`config.mk`:
```
export PLATFORM = sky130hd
export DESIGN_NAME = ucpc_top
export DESIGN_NICKNAME = d
export VERILOG_FILES = /design/src/ucpc_pkg.sv /design/src/ucpc_buf.sv /design/src/ucpc_top.sv
export SDC_FILE = /design/constraint.sdc
export NUM_CORES = 1
export LEC_CHECK = 0
export BUFFER_PORTS_ARGS = -buffer_cell sky130_fd_sc_hd__buf_2
export CORE_ASPECT_RATIO = 0.5
export CORE_UTILIZATION = 51
export CTS_BUF_LIST = sky130_fd_sc_hd__clkbuf_16
export CTS_CLUSTER_SIZE = 12
export DETAILED_ROUTE_END_ITERATION = 12
export PLACE_DENSITY = 0.79
export SLEW_MARGIN = 20
export SYNTH_ARGS = -nofsm -noshare
export SYNTH_HDL_FRONTEND = slang
export SYNTH_SLANG_ARGS = --single-unit
export TNS_END_PERCENT = 1
```
`constraint.sdc`:
```
create_clock -name core_clk -period 3.9 [get_ports core_clk]
set_input_delay 0.39 -clock core_clk [delete_from_list [all_inputs] [get_ports core_clk]]
set_output_delay 0.39 -clock core_clk [all_outputs]
set_load 0.02 [all_outputs]
```
`src/ucpc_pkg.sv`:
```
// constants and carrier types for the dual serial channel pin logic
package ucpc_pkg;
	localparam int CH        = 2;
	localparam int DW        = 8;
	localparam int AW        = 3;
	localparam int BUF_DEPTH = 2;

	// register offsets within one channel
	localparam logic [AW-1:0] OFS_DATA       = 3'h0;
	localparam logic [AW-1:0] OFS_IER        = 3'h1;
	localparam logic [AW-1:0] OFS_FCR        = 3'h2;
	localparam logic [AW-1:0] OFS_MODEM_CTL  = 3'h4;
	localparam logic [AW-1:0] OFS_LSR        = 3'h5;
	localparam logic [AW-1:0] OFS_MODEM_STAT = 3'h6;
	localparam logic [AW-1:0] OFS_ENH_FEAT   = 3'h7;

	// field positions
	localparam int IER_RX   = 0;
	localparam int IER_TX   = 1;
	localparam int IER_MS   = 3;
	localparam int FCR_EN   = 0;
	localparam int MC_RTS   = 1;
	localparam int MC_OUT   = 3;
	localparam int MC_LOOP  = 4;
	localparam int EF_ARTS  = 6;
	localparam int LSR_DR   = 0;
	localparam int LSR_THRE = 5;
	localparam int LSR_TEMT = 6;
	localparam int MS_TERI  = 2;
	localparam int MS_RI    = 6;

	// reset values
	localparam logic [DW-1:0] REG_RST   = 8'h00;
	localparam logic          LINE_IDLE = 1'h1;
	localparam logic          PIN_OFF_N = 1'h1;

	// every asynchronous pin that passes the synchroniser
	typedef struct packed {
		logic          wr_n;
		logic          rd_n;
		logic [CH-1:0] cs_n;
		logic [CH-1:0] ri_n;
		logic [CH-1:0] rx;
		logic [AW-1:0] addr;
		logic [DW-1:0] data;
	} ucpc_pins_t;
endpackage

```
`src/ucpc_buf.sv`:
```
// two-entry shift buffer with valid and ready on both sides
`timescale 1ns/1ns
module ucpc_buf #(
	parameter int W     = 8,
	parameter int DEPTH = 2
) (
	input  wire logic         core_clk,
	input  wire logic         rst_n,
	input  wire logic [W-1:0] in_data,
	input  wire logic         in_valid,
	output logic              in_ready,
	output logic [W-1:0]      out_data,
	output logic              out_valid,
	input  wire logic         out_ready,
	output logic              empty,
	output logic              full
);
	localparam int CW = $clog2(DEPTH + 1);

	logic [W-1:0]  mem_reg [DEPTH];
	logic [CW-1:0] count_reg;
	logic [CW-1:0] count_next;
	logic          valid_reg;
	logic          ready_reg;
	logic          push;
	logic          pop;

	assign count_next = count_reg + CW'(push) - CW'(pop);
	// flags held in flops so both handshakes leave the block registered
	assign full      = ~ready_reg;
	assign empty     = ~valid_reg;
	assign in_ready  = ready_reg;
	assign out_valid = valid_reg;
	assign out_data  = mem_reg[0];
	assign pop       = valid_reg & out_ready;
	assign push      = in_valid & ready_reg;

	always_ff @(posedge core_clk)
	begin
		if (!rst_n)
		begin
			count_reg <= '0;
			valid_reg <= 1'h0;
			ready_reg <= 1'h1;
		end
		else
		begin
			count_reg <= count_next;
			valid_reg <= count_next != '0;
			ready_reg <= count_next != CW'(DEPTH);
		end
	end

	// head kept in entry 0 so the output is a flop, not a mux
	always_ff @(posedge core_clk)
	begin
		for (int i = 0; i < DEPTH; i++)
		begin
			if (pop && i < DEPTH - 1)
				mem_reg[i] <= mem_reg[i + 1];
			if (push && (int'(count_reg) - int'(pop)) == i)
				mem_reg[i] <= in_data;
		end
	end
endmodule

```
`src/ucpc_top.sv`:
```
// pin-level control of two serial channels behind an 8-bit host bus
//
// How it works
// - write strobe rising edge stores bus data into addressed register
// - read strobe falling edge puts addressed register on data bus
// - interrupt output is high when active
// - control bit 3 set: interrupt output driven, user output low
// - control bit 3 clear: interrupt output floated, user output high
// - user output high after reset
// - reset returns every register and output to its reset value, except the transmit and receive buffer entries
// - reset disables serial output and serial input
// - ring indicator low-to-high raises modem status interrupt when enabled
// - ring indicator level readable in modem status register
// - control bit 1 set drives request-to-send low, clear drives high
// - request-to-send high after reset
// - request-to-send follows receive space only with automatic mode bit
// - loopback ignores serial input and feeds transmit data to receiver
// - loopback disables serial output pin
// - receive ready goes low when receive buffer holds a character
// - receive ready returns high when receive buffer empties
// - transmit ready low when enough space free or buffer empty
// - transmit ready high when buffer full or not empty
`timescale 1ns/1ns
module ucpc_top (
	input  wire logic       core_clk,
	input  wire logic       rst_n,
	input  wire logic [2:0] host_addr,
	input  wire logic [7:0] host_data_in,
	output logic [7:0]      host_data_out,
	output logic            host_data_oe,
	input  wire logic       host_write_strobe_n,
	input  wire logic       host_read_strobe_n,
	input  wire logic       channel_a_select_n,
	input  wire logic       channel_b_select_n,
	input  wire logic       ring_indicator_a_n,
	input  wire logic       ring_indicator_b_n,
	input  wire logic       serial_in_a,
	input  wire logic       serial_in_b,
	output logic            serial_out_a,
	output logic            serial_out_b,
	output logic            request_to_send_a_n,
	output logic            request_to_send_b_n,
	output logic            user_output_a,
	output logic            user_output_b,
	output logic            irq_out_a,
	output logic            irq_out_b,
	output logic            irq_oe_a,
	output logic            irq_oe_b,
	output logic            receive_ready_a_n,
	output logic            receive_ready_b_n,
	output logic            transmit_ready_a_n,
	output logic            transmit_ready_b_n,
	output logic [7:0]      tx_data_a,
	output logic [7:0]      tx_data_b,
	output logic            tx_valid_a,
	output logic            tx_valid_b,
	input  wire logic       tx_ready_a,
	input  wire logic       tx_ready_b,
	input  wire logic       tx_line_a,
	input  wire logic       tx_line_b,
	output logic            rx_line_a,
	output logic            rx_line_b,
	input  wire logic [7:0] rx_data_a,
	input  wire logic [7:0] rx_data_b,
	input  wire logic       rx_valid_a,
	input  wire logic       rx_valid_b,
	output logic            rx_ready_a,
	output logic            rx_ready_b
);
	ucpc_pkg::ucpc_pins_t pin_now;
	ucpc_pkg::ucpc_pins_t sync1_reg;
	ucpc_pkg::ucpc_pins_t sync2_reg;
	ucpc_pkg::ucpc_pins_t prev_reg;

	logic                        wr_rise;
	logic                        rd_fall;
	logic [ucpc_pkg::CH-1:0]     sel;
	logic [ucpc_pkg::CH-1:0]     tx_ready_v;
	logic [ucpc_pkg::CH-1:0]     tx_line_v;
	logic [ucpc_pkg::CH-1:0]     rx_valid_v;
	logic [ucpc_pkg::DW-1:0]     rx_data_v [ucpc_pkg::CH];
	logic [7:0]                  data_out_reg;
	logic                        data_oe_reg;

	assign pin_now = {host_write_strobe_n, host_read_strobe_n,
		channel_b_select_n, channel_a_select_n,
		ring_indicator_b_n, ring_indicator_a_n,
		serial_in_b, serial_in_a, host_addr, host_data_in};
	assign tx_ready_v   = {tx_ready_b, tx_ready_a};
	assign tx_line_v    = {tx_line_b, tx_line_a};
	assign rx_valid_v   = {rx_valid_b, rx_valid_a};
	assign rx_data_v[0] = rx_data_a;
	assign rx_data_v[1] = rx_data_b;

	// two-stage synchroniser
	// address and data ride the same stages so they stay aligned to the strobes
	always_ff @(posedge core_clk)
	begin
		if (!rst_n)
		begin
			sync1_reg <= '1;
			sync2_reg <= '1;
			prev_reg  <= '1;
		end
		else
		begin
			sync1_reg <= pin_now;
			sync2_reg <= sync1_reg;
			prev_reg  <= sync2_reg;
		end
	end

	assign wr_rise = sync2_reg.wr_n & ~prev_reg.wr_n;
	assign rd_fall = ~sync2_reg.rd_n & prev_reg.rd_n;
	assign sel = ~sync2_reg.cs_n;

	// one copy of the channel logic per channel
	for (genvar c = 0; c < ucpc_pkg::CH; c++)
	begin : g_ch
		logic [7:0]              ier_reg;
		logic [7:0]              fcr_reg;
		logic [7:0]              modem_control_reg;
		logic [7:0]              enhanced_feature_reg;
		logic                    teri_reg;
		logic                    uo_reg;
		logic                    irq_reg;
		logic                    irq_oe_reg;
		logic                    rts_n_reg;
		logic                    rxrdy_n_reg;
		logic                    txrdy_n_reg;
		logic                    sout_reg;
		logic                    rxl_reg;
		logic                    wr_hit;
		logic                    rd_hit;
		logic                    loop;
		logic                    ri_rise;
		logic                    cause;
		logic [7:0]              rd_val;
		logic                    tx_in_ready;
		logic                    tx_empty;
		logic                    tx_full;
		logic [7:0]              txo_data;
		logic                    txo_valid;
		logic                    rx_in_ready;
		logic [7:0]              rxo_data;
		logic                    rxo_valid;
		logic                    rx_pop;
		logic                    rx_empty;
		logic                    rx_full;

		assign wr_hit = wr_rise & sel[c];
		// channel A wins a read when both selects are low
		assign rd_hit = rd_fall & sel[c] & ((c == 0) | ~sel[0]);
		assign loop   = modem_control_reg[ucpc_pkg::MC_LOOP];
		// pin rising edge ends a ring
		assign ri_rise = sync2_reg.ri_n[c] & ~prev_reg.ri_n[c];
		assign rx_pop  = rd_hit & (sync2_reg.addr == ucpc_pkg::OFS_DATA);

		always_ff @(posedge core_clk)
		begin
			if (!rst_n)
			begin
				ier_reg <= ucpc_pkg::REG_RST;
				fcr_reg <= ucpc_pkg::REG_RST;
				modem_control_reg    <= ucpc_pkg::REG_RST;
				enhanced_feature_reg <= ucpc_pkg::REG_RST;
			end
			else if (wr_hit)
			begin
				if (sync2_reg.addr == ucpc_pkg::OFS_IER)
					ier_reg <= sync2_reg.data;
				else if (sync2_reg.addr == ucpc_pkg::OFS_FCR)
					fcr_reg <= sync2_reg.data;
				else if (sync2_reg.addr == ucpc_pkg::OFS_MODEM_CTL)
					modem_control_reg <= sync2_reg.data;
				else if (sync2_reg.addr == ucpc_pkg::OFS_ENH_FEAT)
					enhanced_feature_reg <= sync2_reg.data;
			end
		end

		// sticky ring flag, set beats the clearing read
		always_ff @(posedge core_clk)
		begin
			if (!rst_n)
				teri_reg <= 1'h0;
			else if (ri_rise)
				teri_reg <= 1'h1;
			else if (rd_hit && sync2_reg.addr == ucpc_pkg::OFS_MODEM_STAT)
				teri_reg <= 1'h0;
		end

		// read value of the addressed register
		always_comb
		begin
			rd_val = ucpc_pkg::REG_RST;
			if (sync2_reg.addr == ucpc_pkg::OFS_DATA)
				rd_val = rxo_valid ? rxo_data : ucpc_pkg::REG_RST;
			else if (sync2_reg.addr == ucpc_pkg::OFS_IER)
				rd_val = ier_reg;
			else if (sync2_reg.addr == ucpc_pkg::OFS_MODEM_CTL)
				rd_val = modem_control_reg;
			else if (sync2_reg.addr == ucpc_pkg::OFS_LSR)
			begin
				rd_val[ucpc_pkg::LSR_DR]   = rxo_valid;
				rd_val[ucpc_pkg::LSR_THRE] = ~tx_full;
				rd_val[ucpc_pkg::LSR_TEMT] = tx_empty;
			end
			else if (sync2_reg.addr == ucpc_pkg::OFS_MODEM_STAT)
			begin
				rd_val[ucpc_pkg::MS_RI]   = ~sync2_reg.ri_n[c];
				rd_val[ucpc_pkg::MS_TERI] = teri_reg;
			end
			else if (sync2_reg.addr == ucpc_pkg::OFS_ENH_FEAT)
				rd_val = enhanced_feature_reg;
		end

		assign cause = (ier_reg[ucpc_pkg::IER_MS] & teri_reg)
			| (ier_reg[ucpc_pkg::IER_RX] & rxo_valid)
			| (ier_reg[ucpc_pkg::IER_TX] & tx_empty);

		// pin outputs return to reset values
		always_ff @(posedge core_clk)
		begin
			if (!rst_n)
			begin
				uo_reg      <= ucpc_pkg::PIN_OFF_N;
				irq_reg     <= 1'h0;
				irq_oe_reg  <= 1'h0;
				rts_n_reg   <= ucpc_pkg::PIN_OFF_N;
				rxrdy_n_reg <= ucpc_pkg::PIN_OFF_N;
				txrdy_n_reg <= ucpc_pkg::PIN_OFF_N;
			end
			else
			begin
				uo_reg     <= ~modem_control_reg[ucpc_pkg::MC_OUT];
				irq_oe_reg <= modem_control_reg[ucpc_pkg::MC_OUT];
				irq_reg    <= modem_control_reg[ucpc_pkg::MC_OUT] & cause;
				// control bit drives the pin inverted
				// automatic mode also drives it high when receive space runs out
				rts_n_reg  <= ~(modem_control_reg[ucpc_pkg::MC_RTS]
					& (~enhanced_feature_reg[ucpc_pkg::EF_ARTS] | ~rx_full));
				rxrdy_n_reg <= rx_empty;
				// high on full or not empty
				txrdy_n_reg <= fcr_reg[ucpc_pkg::FCR_EN] ? tx_full : ~tx_empty;
			end
		end

		always_ff @(posedge core_clk)
		begin
			if (!rst_n)
			begin
				sout_reg <= ucpc_pkg::LINE_IDLE;
				rxl_reg  <= ucpc_pkg::LINE_IDLE;
			end
			else
			begin
				sout_reg <= loop ? ucpc_pkg::LINE_IDLE : tx_line_v[c];
				// receiver fed from transmit line in loopback
				rxl_reg  <= loop ? tx_line_v[c] : sync2_reg.rx[c];
			end
		end

		// host writes into a full buffer are lost; the ready pin warns first
		ucpc_buf #(
			.W     (ucpc_pkg::DW),
			.DEPTH (ucpc_pkg::BUF_DEPTH)
		) u_tx_buf (
			.core_clk  (core_clk),
			.rst_n     (rst_n),
			.in_data   (sync2_reg.data),
			.in_valid  (wr_hit && sync2_reg.addr == ucpc_pkg::OFS_DATA),
			.in_ready  (tx_in_ready),
			.out_data  (txo_data),
			.out_valid (txo_valid),
			.out_ready (tx_ready_v[c]),
			.empty     (tx_empty),
			.full      (tx_full)
		);

		ucpc_buf #(
			.W     (ucpc_pkg::DW),
			.DEPTH (ucpc_pkg::BUF_DEPTH)
		) u_rx_buf (
			.core_clk  (core_clk),
			.rst_n     (rst_n),
			.in_data   (rx_data_v[c]),
			.in_valid  (rx_valid_v[c]),
			.in_ready  (rx_in_ready),
			.out_data  (rxo_data),
			.out_valid (rxo_valid),
			.out_ready (rx_pop),
			.empty     (rx_empty),
			.full      (rx_full)
		);
	end

	// data bus capture on read edge
	always_ff @(posedge core_clk)
	begin
		if (!rst_n)
		begin
			data_out_reg <= ucpc_pkg::REG_RST;
			data_oe_reg  <= 1'h0;
		end
		else
		begin
			data_oe_reg <= ~sync2_reg.rd_n & (|sel);
			if (rd_fall && sel[0])
				data_out_reg <= g_ch[0].rd_val;
			else if (rd_fall && sel[1])
				data_out_reg <= g_ch[1].rd_val;
		end
	end

	assign host_data_out       = data_out_reg;
	assign host_data_oe        = data_oe_reg;
	assign serial_out_a        = g_ch[0].sout_reg;
	assign serial_out_b        = g_ch[1].sout_reg;
	assign rx_line_a           = g_ch[0].rxl_reg;
	assign rx_line_b           = g_ch[1].rxl_reg;
	assign request_to_send_a_n = g_ch[0].rts_n_reg;
	assign request_to_send_b_n = g_ch[1].rts_n_reg;
	assign user_output_a       = g_ch[0].uo_reg;
	assign user_output_b       = g_ch[1].uo_reg;
	assign irq_out_a           = g_ch[0].irq_reg;
	assign irq_out_b           = g_ch[1].irq_reg;
	assign irq_oe_a            = g_ch[0].irq_oe_reg;
	assign irq_oe_b            = g_ch[1].irq_oe_reg;
	assign receive_ready_a_n   = g_ch[0].rxrdy_n_reg;
	assign receive_ready_b_n   = g_ch[1].rxrdy_n_reg;
	assign transmit_ready_a_n  = g_ch[0].txrdy_n_reg;
	assign transmit_ready_b_n  = g_ch[1].txrdy_n_reg;
	assign tx_data_a           = g_ch[0].txo_data;
	assign tx_data_b           = g_ch[1].txo_data;
	assign tx_valid_a          = g_ch[0].txo_valid;
	assign tx_valid_b          = g_ch[1].txo_valid;
	assign rx_ready_a          = g_ch[0].rx_in_ready;
	assign rx_ready_b          = g_ch[1].rx_in_ready;
endmodule

```
==> flow_metrics.tcl, run 1 <==
set metrics [dict create \
    status "complete, no violations" \
    holdCritPathClass "primary input to flip-flop" \
    track_usage 0.222 \
    finalWeightedCongestion 0.865 \
    fin_crit_ns 3.23 \
    cts_sinks 199 \
    postLayoutSetupSlackWorst_ns 0.666 \
    syn_inst 702 \
    cts_tree "built" \
    first_iter_violations 538 \
    finalNetCount 820 \
    synth_top_family_by_area "simple AND/OR/NAND/NOR gates" \
    cts-root-buf "clkbuf_16" \
    area_growth_pct 13.8 \
    grt_pass1_wl_mm 27.2 \
    post_cts_buffers 0 \
    synth-simple-area-share 0.163 \
    die_h_microns 89.9 \
    finalHoldViolCount 0 \
    synth-compound-area-share 0.0987 \
    synth-xor-area-share 0.00444 \
    fin_crit_sh 0.829 \
    p_per_area_nw_per_um2 497 \
    ir_drop_uv 255 \
    worst-endpoint-required_ns 3.99 \
    drc_errors 0 \
    fmax_ghz 0.309 \
    critical_path_peak_fanout 12 \
    synth.area.top_cells "dfxtp_1, edfxtp_1, mux2_2, nand2b_1, nand2_1" \
    postRouteAntennaNets 0 \
    crit_path_end "g_ch[1].u_rx_buf.mem_reg[0][4]" \
    worst_setup_path_end_kind "flip-flop" \
    stdcell_count 976 \
    syn_avg_cell_area_sq_um 11.2 \
    rr_worst_depth 8 \
    crit_arrival_ns 3.33 \
    synth_top_cell_area_share 0.343 \
    final_area_sq_um 8970 \
    maxCapViolCount 0 \
    whs_ns 0.138 \
    fin_setup_tns_ns 0 \
    cts_max_level 4 \
    placed_cells 944 \
    syn_area_sq_um 7890 \
    n_fill_cell 1188 \
    drive_gt1_frac 0.231 \
    grt-ovfl-total 0 \
    synth-edff-count 64 \
    clkSlewWorstSetupHoldPaths_ns 0.07 \
    worstSetupPathType "flip-flop to flip-flop" \
    crit_path_start_kind "flip-flop" \
    syn-num-nets 757 \
    cts_hold_buf 0 \
    dp_hpwl_mm 11.5 \
    ys_warn_count 0 \
    core_area_sq_um 14800 \
    reg2reg_setup_slack_ns 0.67 \
    cts_buffers 17 \
    synthMuxAreaShare 0.0776 \
    rr_endpoint "g_ch[1].u_rx_buf.mem_reg[0][4]" \
    synth_flop_cell "dfxtp_1" \
    yosysTopAreaCell "dfxtp_1" \
    ios 88 \
    place_ws_ns 0.680 \
    leakagePower_nw 3.48 \
    setup-violations-final 0 \
    grt_pass1_vias 5153 \
    relSlewSlack 0.344 \
    tightest_slew_ns 0.984 \
    insertion_delay_ns 0.43 \
    async_flop_share 0 \
    antenna_found_initial 0 \
    drt_first_pass_iters 5 \
    r2r-start "sync2_reg[15]" \
    detail_route.vias_per_cell 5.47 \
    port_buffers 87 \
    die_x_microns 178 \
    dieArea_sq_um 16000 \
    cp-startpoint "sync2_reg[15]" \
    diodes 0 \
    finClkSkew_ns 0.00822 \
    slew_violations 0 \
    yosys.area_share.adder 0.0190 \
    grt_setup_unrepaired "false" \
    vias 5342 \
    floorplan.initialDensity 0.534 \
    wirelength_mm 16.9 \
    placementRows 31 \
    ys_seq_area_frac 0.586 \
    detail_route.wl_per_cell_microns 17.3 \
    cts_buffer_depth 2 \
    grt_start_max_net_pins 107 \
    cts_resized 0 \
    placedInstanceArea_sq_um 8370 \
    ys_seq_elements 199 \
    synthDistinctLibCells 54 \
]
[synthesized netlist by cell type (2+ instances only)]
cell type,number
dfxtp_1,135
a21boi_1,2
o32ai_1,3
a221oi_1,2
a211oi_1,2
a222oi_1,2
and2_1,9
buf_6,3
nand2_1,68
and3_1,5
a32oi_1,2
o211ai_1,4
a22oi_1,9
a21oi_1,18
a21boi_0,32
o2111a_1,4
nor3b_1,2
edfxtp_1,64
mux2i_1,24
buf_4,16
clkbuf_1,33
nand4_1,2
nand2b_1,50
nor2_1,10
o221a_2,3
or3_1,2
inv_1,29
nor3_1,5
mux2_2,33
or2_2,10
o22a_1,3
o21ai_0,16
nor4bb_1,2
nor2b_1,25
ha_1,12
xnor2_1,4
nand3_1,40
[worst min path at each step]
stage	start	endpoint	slack (ns)	cells after the start
finish	host_data_in[5]	sync1_reg[5]	0.14	2
global route	host_data_in[5]	sync1_reg[5]	0.13	2
CTS	host_data_in[4]	sync1_reg[4]	0.13	2
detailed placement	sync1_reg[13]	sync2_reg[13]	0.39	1
global placement	sync1_reg[11]	sync2_reg[11]	0.39	1
floorplan	sync1_reg[0]	sync2_reg[0]	0.39	1
[cells by family (layout without fill, tap and decap cells)]
kind of cell,after synthesis,in the layout
AO/OA/AOI/OAI,109,109
XOR/XNOR,4,4
adder cells (fa/ha/maj),12,12
buffers and inverters,84,160
flip-flops,199,199
multiplexers,57,57
AND/OR/NAND/NOR,237,237
[metal layers]
| layer | track usage | wire length [microns] | vias up |
|---|---|---|---|
| li1 | - | - | 2562 |
| met1 | 0.320 | 8010 | 2529 |
| met2 | 0.328 | 7290 | 226 |
| met3 | 0.0516 | 1310 | 25 |
| met4 | 0.0741 | 292 | 0 |
| met5 | 0 | 0 | - |
[power by group]
part	internal (mW)	total [mW]	leakage, nW	switching [mW]
clock network	0.896	1.75	0.290	0.850
registers	2.26	2.33	1.69	0.0744
logic	0.156	0.383	1.50	0.227
total	3.31	4.46	3.48	1.15
[area by class of cell]
cell class	instances	area, sq um	area share
sequential	199	4620	0.515
clock inverter	14	151	0.0169
multi-input combinational	419	2870	0.319
inverter	30	113	0.0125
clock buffer	18	450	0.0502
timing repair buffer	98	520	0.0580
tap	198	248	0.0276
[cells in the final DEF (no fill, tap or decap), drive strengths merged, types with 9 or more instances in the layout]
cell type and instances:
or2 10, mux2 33, a21oi 18, mux2i 24, nand3 40, and2 10
a22oi 9, ha 12, dfxtp 135, nor2 10, clkbuf 18, buf 98
inv 37, o21ai 17, nand2b 50, edfxtp 64, nand2 68, nor2b 25
a21boi 34
[worst max-delay path: stages, from the launching register on]
cell and delay [ns]:
dfxtp_1 0.40, or3b_2 0.64, and2_1 0.24, and3_1 0.21
ha_1 0.21, ha_1 0.30, nor2b_1 0.16, nand3_1 0.32
nand2b_1 0.41
[per-stage QoR]
stage | util | total power [mW]
floorplan | - | 2.64
global placement | 0.567 | 2.74
detailed placement | 0.567 | 2.76
CTS | 0.607 | 4.49
global route | 0.607 | 4.62
finish | 0.607 | 4.46
Power figures use the tool's default switching activity.
==> inputs of run 2 (changes only) <==
Settings changed: PLACE_DENSITY 0.79 to 0.82.
Clock period 3.9 ns to 2.7 ns, I/O delays scaled along.
==> run 2 against run 1 <==
Effect of this change:
- clock skew grew 0.00056 ns
- sequential share of layout area shrank 0.36 points
- via count grew 0.30%
- first-iteration DRC count shrank 12%
- wire length shrank 0.62%
- clock power grew 43%
- sequential power grew 44%
- critical path depth is the same
- count of clock-buffer cells in the layout shrank 1
- final cell count grew 0.82%
- final area grew 0.73%
- fmax grew 24%
- critical endpoint is now g_ch[1].u_rx_buf.mem_reg[0][5]
==> flow_metrics.tcl, run 2 (synthesis results as in run 1) <==
set metrics [dict create \
    status "complete, no violations" \
    rr_worst_depth 8 \
    port_buffers 87 \
    die_h_microns 89.9 \
    relSlewSlack 0.347 \
    diodes 0 \
    final_common_cell "dfxtp_1" \
    postRouteAntennaNets 0 \
    antenna_found_initial 0 \
    cts_sinks 199 \
    fin_setup_tns_ns 0 \
    postLayoutSetupSlackWorst_ns 0.0881 \
    worstSetupPathType "flip-flop to flip-flop" \
    grt_start_max_net_pins 107 \
    ios 88 \
    cts-root-buf "clkbuf_16" \
    final_area_sq_um 9040 \
    insertion_delay_ns 0.43 \
    placedInstanceArea_sq_um 8440 \
    placed_cells 952 \
    critPathMaxStageDelay_ns 0.46 \
    grt-ovfl-total 0 \
    finClkSkew_ns 0.00877 \
    stdcell_count 984 \
    fin_crit_ns 2.61 \
    finalWeightedCongestion 0.876 \
    place_ws_ns 0.00987 \
    hold_depth 2 \
    critical_path_peak_fanout 9 \
    final_cell_mix "dfxtp_1, buf_2, nand2_1, edfxtp_1, nand2b_1" \
    worst-endpoint-required_ns 2.87 \
    ir_drop_uv 488 \
    leakagePower_nw 3.52 \
    rr_endpoint "g_ch[1].u_rx_buf.mem_reg[0][5]" \
    drive_gt1_frac 0.246 \
    finalPower_mw 6.44 \
    whs_ns 0.0204 \
    grt_setup_unrepaired "false" \
    vias 5358 \
    placementRows 31 \
    crit_path_start_kind "flip-flop" \
    fmax_ghz 0.383 \
    clkSlewWorstSetupHoldPaths_ns 0.07 \
    detail_route.vias_per_cell 5.45 \
    crit_path_end "g_ch[1].u_rx_buf.mem_reg[0][5]" \
    cts_max_level 4 \
    setup-violations-final 0 \
    wirelength_mm 16.8 \
    cts_tree "built" \
    dieArea_sq_um 16000 \
    path_common_cell "ha_1" \
    track_usage 0.220 \
    post_cts_buffers 0 \
    cts_buffers 17 \
    worstPathCellList "or3b_2, and2_1, and3_1, ha_1, ha_1, nor2b_4, nand3_4, mux2_2" \
    tightest_slew_ns 0.979 \
    cts_hold_buf 0 \
    r2r-start "prev_reg[17]" \
    core_area_sq_um 14800 \
    maxCapViolCount 0 \
    finalHoldViolCount 0 \
    fin_crit_sh 0.967 \
    grt_pass1_wl_mm 26.9 \
    reg2reg_setup_slack_ns 0.09 \
    detail_route.wl_per_cell_microns 17.1 \
    die_x_microns 178 \
    worst_setup_path_end_kind "flip-flop" \
    cp-startpoint "prev_reg[17]" \
    p_per_area_nw_per_um2 712 \
    drt_first_pass_iters 5 \
    grt_pass1_vias 5145 \
    first_iter_violations 475 \
    holdCritPathClass "primary input to flip-flop" \
    drc_errors 0 \
    floorplan.initialDensity 0.534 \
    final_core_util 0.612 \
    dp_hpwl_mm 11.3 \
    crit_arrival_ns 2.78 \
    cpMaxStageDelayCell "or3b_2" \
    slew_violations 0 \
    finalNetCount 828 \
    area_growth_pct 14.6 \
    cts_buffer_depth 2 \
]
[run 2: cell count changes in the layout (fill, tap and decap cells not counted), sizes merged]
cell,before,now
inv,37,36
clkinv,6,5
bufinv,0,2
buf,98,106
clkbuf,18,17
clkinvlp,1,2
[run 2: final cells by class]
class	count	area, sq um
repair buffers	106	581
fillers	1129	5740
clock buffers	17	425
flip-flops and latches	199	4630
inverters	30	113
well taps	198	248
clock inverters	15	149
multi-input cells	419	2900
[run 2: report_power, final]
group | switching [mW] | internal [mW]
sequential | 0.102 | 3.26
clock | 1.13 | 1.37
combinational | 0.334 | 0.236
[run 2: timing repair]
| action | in CTS | in global routing |
|---|---|---|
| resized for setup | 2 | 5 |
| endpoints found under the setup margin | 16 | 39 |
| endpoints found under the hold margin | 0 | 0 |
[run 2: worst max-delay path: cells and delay by family, from the launching register on]
kind / cells / cell delay (ns)
flip-flops: 1 / 0.34
adder cells (fa/ha/maj): 2 / 0.52
multiplexers: 1 / 0.33
AND/OR/NAND/NOR: 5 / 1.16
[run 2: how the worst min path moves through the flow]
stage | from | to
finish | host_write_strobe_n | sync1_reg[18]
global route | serial_in_a | sync1_reg[11]
CTS | serial_in_a | sync1_reg[11]
detailed placement | sync1_reg[5] | sync2_reg[5]
global placement | sync1_reg[5] | sync2_reg[5]
floorplan | tx_line_a | serial_out_a
[run 2: layer usage]
metal | routed length [microns] | track usage | up-vias
li1 | - | - | 2570
met1 | 7980 | 0.317 | 2516
met2 | 7280 | 0.330 | 241
met3 | 1240 | 0.0427 | 31
met4 | 300 | 0.0791 | 0
met5 | 0 | 0 | -
==> inputs of run 3 (changes only) <==
Settings changed: RECOVER_POWER set to 25.
==> run 3 against run 2 <==
Effect of this change:
- worst setup slack got worse by 0.0018 ns
- sequential share of layout area is 0.11 points higher
- count of clock-buffer cells in the layout did not move
- critical path depth unchanged
- register-to-register slack about the same
- the run now ends with max-capacitance violations, max-slew violations left
- critical path type unchanged
- first-iteration DRC count increased by 1.9%
- utilization shrank 0.14 points
- fmax hardly changed
- combinational power barely moved
- sequential cell count unchanged
==> flow_metrics.tcl, run 3 (synthesis results as in run 1) <==
set metrics [dict create \
    drc_errors 0 \
    cts_buffers 17 \
    maxCapViolCount 1 \
    placementRows 31 \
    r2r-start "prev_reg[17]" \
    p_sw_mw 1.57 \
    cp-startpoint "prev_reg[17]" \
    die_h_microns 89.9 \
    cts_tree "built" \
    dp_hpwl_mm 11.3 \
    placedInstanceArea_sq_um 8440 \
    grt_pass1_wl_mm 26.9 \
    p_int_mw 4.87 \
    grt_start_max_net_pins 107 \
    grt-ovfl-total 0 \
    detail_route.vias_per_cell 5.45 \
    leakagePower_nw 3.48 \
    cts-root-buf "clkbuf_16" \
    critical_path_peak_fanout 9 \
    fmax_ghz 0.383 \
    placed_cells 952 \
    finClkSkew_ns 0.00917 \
    crit_arrival_ns 2.78 \
    finalHoldViolCount 0 \
    stdcell_count 984 \
    finalWeightedCongestion 0.876 \
    fin_crit_ns 2.61 \
    antenna_found_initial 0 \
    floorplan.initialDensity 0.534 \
    drt_first_pass_iters 5 \
    port_buffers 87 \
    core_area_sq_um 14800 \
    ir_drop_uv 488 \
    area_growth_pct 14.4 \
    cts_buffer_depth 2 \
    holdCritPathClass "primary input to flip-flop" \
    dieArea_sq_um 16000 \
    detail_route.wl_per_cell_microns 17.1 \
    vias 5364 \
    final_cell_mix "dfxtp_1, buf_2, nand2_1, edfxtp_1, nand2b_1" \
    hold_start "host_write_strobe_n" \
    wirelength_mm 16.8 \
    relSlewSlack -0.268 \
    violations "max-capacitance violations, max-slew violations" \
    postRouteAntennaNets 0 \
    cts_max_level 4 \
    finalNetCount 828 \
    first_iter_violations 484 \
    worst-endpoint-required_ns 2.87 \
    track_usage 0.220 \
    crit_path_start_kind "flip-flop" \
    p_comb_frac 0.089 \
    die_x_microns 178 \
    worstSetupPathType "flip-flop to flip-flop" \
    post_cts_buffers 0 \
    diodes 0 \
    status "finished with violations" \
    p_per_area_nw_per_um2 714 \
    grt_pass1_vias 5145 \
    grt_setup_unrepaired "false" \
    tightest_slew_ns 1.90 \
    final_area_sq_um 9020 \
    setup-violations-final 0 \
    netSwitchingFraction 0.244 \
    cts_sinks 199 \
    clkSlewWorstSetupHoldPaths_ns 0.07 \
    pwr-share-seq 0.522 \
    drive_gt1_frac 0.228 \
    fin_setup_tns_ns 0 \
    ios 88 \
    slew_violations 107 \
    clkPwrFrac 0.389 \
    final_common_cell "dfxtp_1" \
    fin_crit_sh 0.968 \
    worst_setup_path_end_kind "flip-flop" \
    insertion_delay_ns 0.43 \
]
run 3: cell count changes in the layout (fill, tap and decap cells not counted):
cell / change
buf_2: -14
buf_4: -1
clkbuf_2: +1
clkbuf_1: +14
run 3: worst paths after layout:
kind / slack [ns] / cells after the start / end
setup reg to reg: 0.09 / 8 / g_ch[1].u_rx_buf.mem_reg[0][5]
hold reg to reg: 0.40 / 1 / sync2_reg[5]
hold / removal: 0.02 / 2 / sync1_reg[18]
setup / recovery: 0.09 / 8 / g_ch[1].u_rx_buf.mem_reg[0][5]
run 3: layer usage:
metal / GRT usage / share of wire / vias up
met1: 0.317 / 0.47 / 2540
met3: 0.0427 / 0.073 / 25
li1: - / - / 2572
met4: 0.0791 / 0.016 / 0
met2: 0.330 / 0.44 / 227
met5: 0 / 0 / -
run 3: critical path: stages (launching register included):
cell and delay [ns]:
dfxtp_2 0.34, or3b_2 0.46, and2_1 0.16, and3_1 0.18, ha_1 0.20, ha_1 0.32
nor2b_4 0.20, nand3_4 0.16, mux2_2 0.33
run 3: layout make-up:
class	count	area [sq um]
timing repair buffer	106	561
inverter	30	113
multi-input combinational	419	2900
clock inverter	15	149
fill	1135	5760
tap	198	248
sequential	199	4630
clock buffer	17	425
run 3: what timing repair did:
item	CTS	global route
hold buffers	0	0
setup endpoints to repair	16	39
resized for setup	2	5
run 3: power groups by stage:
stage / sequential, mW / clock, mW / combinational, mW
6_report: 3.36 / 2.50 / 0.570
3_3_place_gp: 3.42 / 0 / 0.542
4_1_cts: 3.36 / 2.53 / 0.568
5_1_grt: 3.38 / 2.66 / 0.629
3_5_place_dp: 3.42 / 0 / 0.559
2_1_floorplan: 3.41 / 0 / 0.398
run 3: stage by stage:
step	hold slack (ns)	util	setup slack [ns]	power (mW)
CTS	0.00662	0.611	0.0198	6.46
detailed placement	0.394	0.571	0.00987	3.98
floorplan	0.364	-	0.00390	3.81
global route	0.0158	0.610	0.00481	6.66
global placement	0.389	0.571	0.147	3.96
finish	0.0210	0.610	0.0863	6.44
